[config.mk]
export PLATFORM = sky130hd
export DESIGN_NAME = prm_pin_remap
export DESIGN_NICKNAME = d
export VERILOG_FILES = /design/src/hw/prm_pkg.sv /design/src/hw/prm_pin_remap.sv /design/src/hw/prm_sync.sv
export VERILOG_INCLUDE_DIRS = /design/src /design/src/hw
export SDC_FILE = /design/constraint.sdc
export NUM_CORES = 1
export LEC_CHECK = 0
export BUFFER_PORTS_ARGS = -buffer_cell sky130_fd_sc_hd__buf_2
export CAP_MARGIN = 20
export CORE_MARGIN = 1
export CORE_UTILIZATION = 50
export CTS_BUF_LIST = sky130_fd_sc_hd__clkbuf_4 sky130_fd_sc_hd__clkbuf_8
export CTS_CLUSTER_DIAMETER = 200
export DETAILED_ROUTE_END_ITERATION = 7
export PLACE_DENSITY = 0.77
export SYNTH_ARGS = -nofsm -noshare
export SYNTH_HDL_FRONTEND = slang
export SYNTH_HIERARCHICAL = 1
export SYNTH_SLANG_ARGS = --single-unit
export TNS_END_PERCENT = 100
[constraint.sdc]
create_clock -name clock -period 1.25 [get_ports clock]
set_clock_uncertainty 0.15 [all_clocks]
set_input_delay 0.125 -clock clock [delete_from_list [all_inputs] [get_ports clock]]
set_output_delay 0.125 -clock clock [all_outputs]
set_load 0.02 [all_outputs]
[src/hw/prm_consts.svh]
`ifndef PRM_CONSTS_SVH
`define PRM_CONSTS_SVH
// register indices on the plain port
`define PRM_ADDR_REMAP 4'h0
`define PRM_ADDR_PA_DATA 4'h1
`define PRM_ADDR_PA_DIR 4'h2
`define PRM_ADDR_PA_WAKE 4'h3
`define PRM_ADDR_PB_DATA 4'h4
`define PRM_ADDR_PB_DIR 4'h5
`define PRM_ADDR_PC_DATA 4'h6
`define PRM_ADDR_PC_DIR 4'h7
`define PRM_ADDR_CTRL 4'h8
// remap register fields
`define PRM_BIT_IRQ1_SEL 7
`define PRM_BIT_IRQ0_SEL 6
`define PRM_BIT_TIMER1_EXT_CLOCK_SEL 5
`define PRM_BIT_TIMER0_EXT_CLOCK_SEL 4
`define PRM_REMAP_MASK 8'hf0
// reset values
`define PRM_RST_REMAP 8'h00
`define PRM_RST_PORT 8'hff
`define PRM_RST_WAKE 8'h00
// control register fields
`define PRM_BIT_LOWPOWER 0
`define PRM_BIT_WAKE_FLAG 1
`endif

[src/hw/prm_pkg.sv]
package prm_pkg;
  typedef logic [7:0] prm_byte_t;
  typedef enum logic [1:0] {PRM_RUN, PRM_SLEEP} prm_pwr_t;
endpackage

[src/hw/prm_pin_remap.sv]
// The implementer's own choices: the register addresses and strobed register access.
`timescale 1ns/1ns
`include "prm_consts.svh"
module prm_pin_remap
  import prm_pkg::*;
(
  // clock and reset
  input wire logic clock,
  input wire logic rst_b,
  // register port
  input wire logic [3:0] reg_addr,
  input wire logic [7:0] reg_wdata,
  input wire logic reg_wr,
  input wire logic reg_rd,
  output logic [7:0] reg_rdata,
  // pins
  input wire logic [7:0] pa_in,
  input wire logic [7:0] pb_in,
  input wire logic [7:0] pc_in,
  output logic [7:0] pa_out,
  output logic [7:0] pa_oe,
  output logic [7:0] pb_out,
  output logic [7:0] pb_oe,
  output logic [7:0] pc_out,
  output logic [7:0] pc_oe,
  // routed functions
  output logic ext_irq1_input,
  output logic ext_irq0_input,
  output logic timer1_ext_clock,
  output logic timer0_ext_clock,
  // power
  output logic wake_up
);
  prm_byte_t pin_remap_register_reg;
  prm_byte_t port_a_data_reg, port_a_direction_reg, port_a_wake_enable_reg;
  prm_byte_t pb_data_reg, pb_dir_reg, pc_data_reg, pc_dir_reg;
  prm_byte_t pa_sync, pb_sync, pc_sync, pa_prev_reg;
  prm_pwr_t pwr_reg;
  logic wake_flag_reg;
  logic ext_irq1_pin_select, ext_irq0_pin_select, timer1_clk_pin_select, timer0_clk_pin_select;
  prm_byte_t pa_fall;
  logic wake_event;
  prm_byte_t pa_view, pb_view, pc_view;

  prm_sync sync_a (.clock(clock), .rst_b(rst_b), .d(pa_in), .q(pa_sync));
  prm_sync sync_b (.clock(clock), .rst_b(rst_b), .d(pb_in), .q(pb_sync));
  prm_sync sync_c (.clock(clock), .rst_b(rst_b), .d(pc_in), .q(pc_sync));

  // output pins read the latch, inputs read the pin
  function automatic prm_byte_t port_view(input prm_byte_t data, input prm_byte_t dir, input prm_byte_t pins);
    port_view = (data & ~dir) | (pins & dir);
  endfunction

  function automatic logic hit(input logic [3:0] addr);
    hit = reg_wr && (reg_addr == addr);
  endfunction

  assign ext_irq1_pin_select = pin_remap_register_reg[`PRM_BIT_IRQ1_SEL];
  assign ext_irq0_pin_select = pin_remap_register_reg[`PRM_BIT_IRQ0_SEL];
  assign timer1_clk_pin_select = pin_remap_register_reg[`PRM_BIT_TIMER1_EXT_CLOCK_SEL];
  assign timer0_clk_pin_select = pin_remap_register_reg[`PRM_BIT_TIMER0_EXT_CLOCK_SEL];

  // a function result cannot be bit-selected, so each port view is a named net
  assign pa_view = port_view(port_a_data_reg, port_a_direction_reg, pa_sync);
  assign pb_view = port_view(pb_data_reg, pb_dir_reg, pb_sync);
  assign pc_view = port_view(pc_data_reg, pc_dir_reg, pc_sync);

  always_ff @(posedge clock)
  begin
    if (!rst_b)
      pin_remap_register_reg <= `PRM_RST_REMAP;
    else if (hit(`PRM_ADDR_REMAP))
      pin_remap_register_reg <= reg_wdata & `PRM_REMAP_MASK;
  end

  // all ones at reset so every pin starts as input and latches hold high
  always_ff @(posedge clock)
  begin
    if (!rst_b)
    begin
      port_a_data_reg <= `PRM_RST_PORT;
      port_a_direction_reg <= `PRM_RST_PORT;
      pb_data_reg <= `PRM_RST_PORT;
      pb_dir_reg <= `PRM_RST_PORT;
      pc_data_reg <= `PRM_RST_PORT;
      pc_dir_reg <= `PRM_RST_PORT;
    end
    else
    begin
      // whole-byte writes only: software does bit updates by read-modify-write
      if (hit(`PRM_ADDR_PA_DATA))
        port_a_data_reg <= reg_wdata;
      if (hit(`PRM_ADDR_PA_DIR))
        port_a_direction_reg <= reg_wdata;
      if (hit(`PRM_ADDR_PB_DATA))
        pb_data_reg <= reg_wdata;
      if (hit(`PRM_ADDR_PB_DIR))
        pb_dir_reg <= reg_wdata;
      if (hit(`PRM_ADDR_PC_DATA))
        pc_data_reg <= reg_wdata;
      if (hit(`PRM_ADDR_PC_DIR))
        pc_dir_reg <= reg_wdata;
    end
  end

  always_ff @(posedge clock)
  begin
    if (!rst_b)
      port_a_wake_enable_reg <= `PRM_RST_WAKE;
    else if (hit(`PRM_ADDR_PA_WAKE))
      port_a_wake_enable_reg <= reg_wdata;
  end

  // pins always drive the latch where direction is 0, whatever function routes them
  always_ff @(posedge clock)
  begin
    if (!rst_b)
    begin
      pa_out <= `PRM_RST_PORT;
      pa_oe <= 8'h00;
      pb_out <= `PRM_RST_PORT;
      pb_oe <= 8'h00;
      pc_out <= `PRM_RST_PORT;
      pc_oe <= 8'h00;
    end
    else
    begin
      pa_out <= port_a_data_reg;
      pa_oe <= ~port_a_direction_reg;
      pb_out <= pb_data_reg;
      pb_oe <= ~pb_dir_reg;
      pc_out <= pc_data_reg;
      pc_oe <= ~pc_dir_reg;
    end
  end

  // inputs take the pin level, or the latch when the pin is an output;
  // priority is fixed: the remap select alone picks the source pin
  always_ff @(posedge clock)
  begin
    if (!rst_b)
    begin
      ext_irq1_input <= 1'b1;
      ext_irq0_input <= 1'b1;
      timer1_ext_clock <= 1'b1;
      timer0_ext_clock <= 1'b1;
    end
    else
    begin
      ext_irq1_input <= ext_irq1_pin_select ? pc_view[1] : pb_view[0];
      ext_irq0_input <= ext_irq0_pin_select ? pc_view[0] : pa_view[2];
      timer0_ext_clock <= timer0_clk_pin_select ? pc_view[2] : pa_view[6];
      timer1_ext_clock <= timer1_clk_pin_select ? pc_view[3] : pb_view[0];
    end
  end

  always_ff @(posedge clock)
  begin
    if (!rst_b)
      pa_prev_reg <= 8'hff;
    else
      pa_prev_reg <= pa_sync;
  end

  assign pa_fall = pa_prev_reg & ~pa_sync & port_a_wake_enable_reg;
  assign wake_event = (pwr_reg == PRM_SLEEP) && (pa_fall != 8'h00);

  // sleep entered by writing the low-power bit; a falling edge on a wake-enabled port A pin ends it
  always_ff @(posedge clock)
  begin
    if (!rst_b)
      pwr_reg <= PRM_RUN;
    else
      case (pwr_reg)
        PRM_RUN:
          if (hit(`PRM_ADDR_CTRL) && reg_wdata[`PRM_BIT_LOWPOWER])
            pwr_reg <= PRM_SLEEP;
        PRM_SLEEP:
          if (wake_event)
            pwr_reg <= PRM_RUN;
        default:
          pwr_reg <= PRM_RUN;
      endcase
  end

  // sticky wake flag; a new wake beats a clear in the same cycle
  always_ff @(posedge clock)
  begin
    if (!rst_b)
      wake_flag_reg <= 1'b0;
    else if (wake_event)
      wake_flag_reg <= 1'b1;
    else if (hit(`PRM_ADDR_CTRL) && reg_wdata[`PRM_BIT_WAKE_FLAG])
      wake_flag_reg <= 1'b0;
  end

  always_ff @(posedge clock)
  begin
    if (!rst_b)
      wake_up <= 1'b0;
    else
      wake_up <= wake_event;
  end

  always_ff @(posedge clock)
  begin
    if (!rst_b)
      reg_rdata <= 8'h00;
    else if (reg_rd)
      case (reg_addr)
        `PRM_ADDR_REMAP: reg_rdata <= pin_remap_register_reg;
        `PRM_ADDR_PA_DATA: reg_rdata <= port_view(port_a_data_reg, port_a_direction_reg, pa_sync);
        `PRM_ADDR_PA_DIR: reg_rdata <= port_a_direction_reg;
        `PRM_ADDR_PA_WAKE: reg_rdata <= port_a_wake_enable_reg;
        `PRM_ADDR_PB_DATA: reg_rdata <= port_view(pb_data_reg, pb_dir_reg, pb_sync);
        `PRM_ADDR_PB_DIR: reg_rdata <= pb_dir_reg;
        `PRM_ADDR_PC_DATA: reg_rdata <= port_view(pc_data_reg, pc_dir_reg, pc_sync);
        `PRM_ADDR_PC_DIR: reg_rdata <= pc_dir_reg;
        `PRM_ADDR_CTRL: reg_rdata <= {6'h00, wake_flag_reg, pwr_reg == PRM_SLEEP};
        default: reg_rdata <= 8'h00;
      endcase
    else
      reg_rdata <= 8'h00;
  end

  chk_reset_ports: assert property (@(posedge clock) !rst_b |=> pa_out == 8'hff && pa_oe == 8'h00)
    else $error("port not high input after reset");
  chk_irq1_route: assert property (@(posedge clock) disable iff (!rst_b)
    ext_irq1_pin_select && pc_dir_reg[1] |=> ext_irq1_input == $past(pc_sync[1]))
    else $error("irq1 not from c1");
  chk_irq0_route: assert property (@(posedge clock) disable iff (!rst_b)
    !ext_irq0_pin_select && port_a_direction_reg[2] |=> ext_irq0_input == $past(pa_sync[2]))
    else $error("irq0 not from a2");
  chk_timer0_ext_clock_route: assert property (@(posedge clock) disable iff (!rst_b)
    timer0_clk_pin_select && pc_dir_reg[2] |=> timer0_ext_clock == $past(pc_sync[2]))
    else $error("timer0 clock not from c2");
  chk_wake_edge: assert property (@(posedge clock) disable iff (!rst_b)
    pwr_reg == PRM_SLEEP && (pa_fall != 8'h00) |=> wake_up && pwr_reg == PRM_RUN)
    else $error("missed wake");
  chk_no_wake_run: assert property (@(posedge clock) disable iff (!rst_b)
    pwr_reg == PRM_RUN |=> !wake_up)
    else $error("wake while running");
  chk_wake_masked: assert property (@(posedge clock) disable iff (!rst_b)
    port_a_wake_enable_reg == 8'h00 |=> !wake_up)
    else $error("wake from disabled pin");
  chk_out_latch: assert property (@(posedge clock) disable iff (!rst_b)
    !pb_dir_reg[0] |=> pb_oe[0] && pb_out[0] == $past(pb_data_reg[0]))
    else $error("output not from latch");
endmodule

[src/hw/prm_sync.sv]
`timescale 1ns/1ns
// two-flop synchroniser for a bank of pins
module prm_sync
  import prm_pkg::*;
(
  // clock and reset
  input wire logic clock,
  input wire logic rst_b,
  // data
  input wire prm_byte_t d,
  output prm_byte_t q
);
  prm_byte_t meta_reg;
  always_ff @(posedge clock)
  begin
    if (!rst_b)
    begin
      meta_reg <= 8'hff;
      q <= 8'hff;
    end
    else
    begin
      meta_reg <= d;
      q <= meta_reg;
    end
  end
endmodule

# == Yosys cells after proc, flatten, opt, wreduce, memory -nomap -nowiden ==
# Cells that the tools add are included.
# Widths: inputs -> output; s select.
# word_totals
latchBits,0
output_inout_bits,61
romBits,0
ff_bits,180
word_cells,83
n_memories,0
in_bits,40
mem_bits_rw,0
# classes
multipliers,0
div_mod_pow,0
n_addsub,0
shifts,0
reduce_logical,18
bitwise,15
n_mux,10
eq_ne,11
n_lt_le_gt_ge,0
# ops
operator,n
$pmux 8 s9,1
$and 8x8->8,8
$not 8->8,4
$or 8x8->8,3
$eq 4x3->1 const B,4
$logic_and 1x1->1,12
$eq 4x2->1 const B,2
$reduce_bool 8->1,1
$mux 1,6
$eq 4x1->1 const B,1
$eq 4x4->1 const B,1
$logic_not 4->1,1
$mux 2,2
$ne 2x2->1 const B,2
$pmux 2 s2,1
$reduce_and 2->1,2
$eq 2x1->1 const B,1
$logic_not 2->1,1
$reduce_bool 2->1,1

# == Longest topological paths before layout ==
# logic_depth
word_depth,7
ltp_mapped,7
depth_no_buf,4

# == Modules after synthesis ==
# Netlist, hierarchy kept.
# modules_own_cells
module,cells_each,instances,area_each_um2,seq_area_each_um2
prm_pin_remap,557,1,4973.5,2622.5
prm_sync,33,3,431.7,320.3

# == Worst setup path before layout ==
# OpenSTA, ideal clock, no wires.
# synth_timing
path_type,input to register
start,input reg_addr[2]
end,register reg_rdata[3]
required_ns,1.026
t_arrival_ns,1.137
stages,4
setup_ns,0.074
path_buffers,1
path_slack_ns,-0.111
path_cell_list,buf_4 or4b_4 o32a_1 a31oi_1
# synth_between
elab_chain_len,2
elab_cells_between_ends,10
classes_between,8 x eq/ne; 1 x mux; 1 x reduce/logical
# synth_rtl
element,line,rtl
from (decl),prm_pin_remap.sv:11,"input wire logic [3:0] reg_addr,"
"$eq 4x4->1, or another cell as far along",prm_pin_remap.sv:210,case (reg_addr)
$pmux 8 s9 *,prm_pin_remap.sv:210,
to (signal assigned),prm_pin_remap.sv:211,`PRM_ADDR_REMAP: reg_rdata <= pin_remap_register_reg;
to (signal assigned),prm_pin_remap.sv:212,"`PRM_ADDR_PA_DATA: reg_rdata <= port_view(port_a_data_reg, port_a_direction_reg, pa_sync);"
to (signal assigned),prm_pin_remap.sv:213,`PRM_ADDR_PA_DIR: reg_rdata <= port_a_direction_reg;
to (decl),prm_pin_remap.sv:15,"output logic [7:0] reg_rdata,"
# Every way passes the cells marked *; elsewhere a longest branch is shown, timed or not.
# A chain may end at the register's enable or synchronous reset.

# == Worst setup path in the final report ==
# layout_timing
start,register port_a_direction_reg[4]
end,register reg_rdata[4]
# layout_between
elab_chain_len,4
elab_cells_between_ends,5
classes_between,1 x mux; 4 x bitwise
# layout_rtl
element,line,rtl
from (decl),prm_pin_remap.sv:35,"prm_byte_t port_a_data_reg, port_a_direction_reg, port_a_wake_enable_reg;"
from (signal assigned),prm_pin_remap.sv:82,port_a_direction_reg <= `PRM_RST_PORT;
from (signal assigned),prm_pin_remap.sv:94,port_a_direction_reg <= reg_wdata;
$not 8->8,prm_pin_remap.sv:51,port_view = (data & ~dir) | (pins & dir);
$and 8x8->8,prm_pin_remap.sv:51,
$or 8x8->8,prm_pin_remap.sv:51,
$pmux 8 s9 *,prm_pin_remap.sv:210,
# Marked as above.

==> results by group <==
Timing
  • Final Critical Period: 1.38 ns
  • Max Slew Vio Count: 0
  • Slew @ Worst Pin: 0.541 ns
  • Fin crit share: 1.11
  • Worst hold slack: -0.0507 ns
  • Setup tns final: -1.54 ns
  • RSZ-0062 raised after global routing: yes
  • Fmax: 724 MHz
  • Worst Slack Setup Final: -0.132 ns
  • Slew margin rel.: 0.638
  • Hold Vio Cnt, Final: 2
  • # setup viols final: 22

Worst setup path
  • Largest stage delay, worst path: 0.40 ns
  • Worst Path Required: 1.47 ns
  • Maximum fanout along the worst path: 2
  • CP top delay family: compound AO/OA/AOI/OAI gates
  • Critical path endpoint category: register
  • Flop2flop setup slack: -0.13 ns
  • Worst Setup Start Kind: register
  • CP arrival: 1.61 ns
  • Crit Path Category: register to register
  • Critical path, cell by cell: mux2i_1, a2111o_1, a31oi_1
  • Max stage delay cell, worst path: a2111o_1
  • Critical path buffers and inverters: 0

Route
  • Drt pass-1 iters: 5
  • Vias: 5589
  • Met1 Wirelength: 8280 um
  • DR WL met3: 965 um
  • DRC: 0
  • Uppermost layer routed: met4
  • Post-Route WL: 19500 um
  • DR WL/cell: 18.1 um
  • Routed length on met2: 9570 um
  • Iteration-0 DRC count of the detailed router: 517
  • Vias per cell: 5.19
  • ANT nets after route: 0

GRT
  • Initial antenna violation count: 0
  • First-pass GRT wire length: 29700 um
  • Largest net degree at the start of global routing: 59
  • Vias in the first global route: 5461
  • Tot GR Track Use: 0.313
  • GRT overflow: 0

Pwr
  • PwrDens: 1230 nW/um^2
  • Lkg Pwr: 4.09 nW
  • Sw Share: 0.245
  • Clock power frac: 0.367
  • Internal power: 8.35 mW
  • Peak supply drop: 803 uV
  • Power, Total: 11.0 mW
  • Reg power frac: 0.536
  • P_sw: 2.70 mW
  • Combinational share of power: 0.097

CTS
  • Worst-Skew Late Latency: 0.47 ns
  • Clock tree buffer depth: 2
  • CTS Hold Buffers Added: 43
  • Clk sinks: 179
  • CTS tree: built
  • Num CTS Buffers: 17
  • Clk root buf: clkbuf_8
  • H-tree level count: 4
  • Clk pin slew, worst setup/hold paths: 0.09 ns

Status
  • Failing checks: hold timing, setup timing
  • Status: finished, violations left

Place
  • Cells after DPL: 999
  • Hpwl dp: 13500 um
  • Placer congestion estimate: 0.935
  • PortBufs: 100

Finish
  • Most common cell after layout, fill and taps aside: buf_4
  • P&R area growth vs syn: 43.3%
  • Antenna fix cells: 0
  • Highest-count cells in the layout ignoring fill and taps: 145 x buf_4, 141 x dfxtp_1, 108 x nand2_1
  • Share of layout cells above drive strength 1: 0.366
  • Post-layout nets: 935
  • Fin cells: 1076

Floorplanning
  • Chip Height: 114 um
  • FP Rows: 40
  • Initial Utilization: 0.518
  • Placeable Area: 12100 um^2
  • Die Wd: 114 um
  • Die area: 13000 um^2
  • Top Ports: 101

Synth
  • Mapped Area: 6270 um^2
  • Post-synth EDFFs: 0
  • Synth Area per Inst: 9.56 um^2
  • Post-synthesis async set-or-reset flop share: 0
  • Sequential area share after synthesis: 0.572
  • Seq cells post-synth: 179
  • Post-synthesis cell count: 656
  • Synth cell types: 53
  • Yosys top cell area share: 0.572
  • Main synth FF type: dfxtp_1
  • Warnings, synthesis: 6
  • Largest area contributor in the netlist: dfxtp_1
  • Top cells by area, synth: dfxtp_1 57%, nand2_1 6.7%, nand2b_1 6.5%, nand3_1 4.5%, mux2i_1 3.8%
  • Syn Nets: 696

Job
  • Maxcap violations: 0

Worst hold path
  • Min-Delay Path Class: input pin to register
per-layer routing:
metal	track usage	vias up
met5	0	-
met4	0.149	0
met3	0.0654	45
met2	0.522	188
met1	0.385	2686
li1	-	2670
worst reg2reg max path, delay by kind of cell (launching register included):
kind	cells	cell delay (ns)
AO/OA/AOI/OAI	2	0.64
flip-flops	1	0.35
multiplexers	1	0.14
area by class of cell:
| cell class | instances | area [um^2] |
|---|---|---|
| clock inverters | 11 | 125 |
| inverters | 6 | 22.5 |
| fillers | 910 | 3130 |
| flip-flops and latches | 179 | 3640 |
| clock buffers | 21 | 283 |
| multi-input cells | 431 | 2680 |
| repair buffers | 260 | 2020 |
| well taps | 168 | 210 |
cell families after synthesis:
family | count (synthesis) | synth area share
buffers and inverters | 46 | 0.0323
multiplexers | 32 | 0.0527
flip-flops | 179 | 0.572
AND/OR/NAND/NOR | 336 | 0.273
AO/OA/AOI/OAI | 63 | 0.0705
power by group through the flow:
stage          Sequential (mW)  Combinational (mW)  Clock [mW]
2_1_floorplan             6.07               0.410           0
3_3_place_gp              6.05               0.866           0
3_5_place_dp              6.05               0.881           0
4_1_cts                   5.92                1.03        4.08
5_1_grt                   5.94                1.14        4.35
6_report                  5.93                1.07        4.05
synthesized netlist by cell type (all sizes together) (5+ instances only):
library cell    n
dfxtp         179
nand2         113
nand2b         65
nand3          56
nor2           45
mux2i          24
clkbuf         22
buf            18
o21ai          17
or2b           15
and3           10
mux2            8
a31oi           7
nand3b          7
a21oi           6
inv             6
nor2b           6
o211ai          5
through the flow:
stage	instance area, um^2	setup slack (ns)	hold WS, ns	util
floorplan	6300	-0.0892	0.0480	-
global placement	7730	-0.425	0.154	0.638
detailed placement	7730	-0.412	0.155	0.638
CTS	8810	-0.100	0.00175	0.728
global route	8980	-0.169	-0.0494	0.742
finish	8980	-0.132	-0.0507	0.742
timing repair:
| action | CTS | global route |
|---|---|---|
| endpoints found under the hold margin | 96 | 2 |
| resized for setup | 76 | 69 |
| endpoints found under the setup margin | 27 | 68 |
| setup buffers | 4 | 1 |
| pin swaps | 19 | 6 |
worst paths after layout:
kind | depth (start not counted) | endpoint | startpoint
worst max-delay path | 3 | reg_rdata[4] | port_a_direction_reg[4]
worst min-delay path | 3 | sync_c/meta_reg[3] | rst_b
worst max register to register | 3 | reg_rdata[4] | port_a_direction_reg[4]
worst min register to register | 1 | sync_b/q[4] | sync_b/meta_reg[4]
Note: power is estimated with default switching activity, not from simulation.
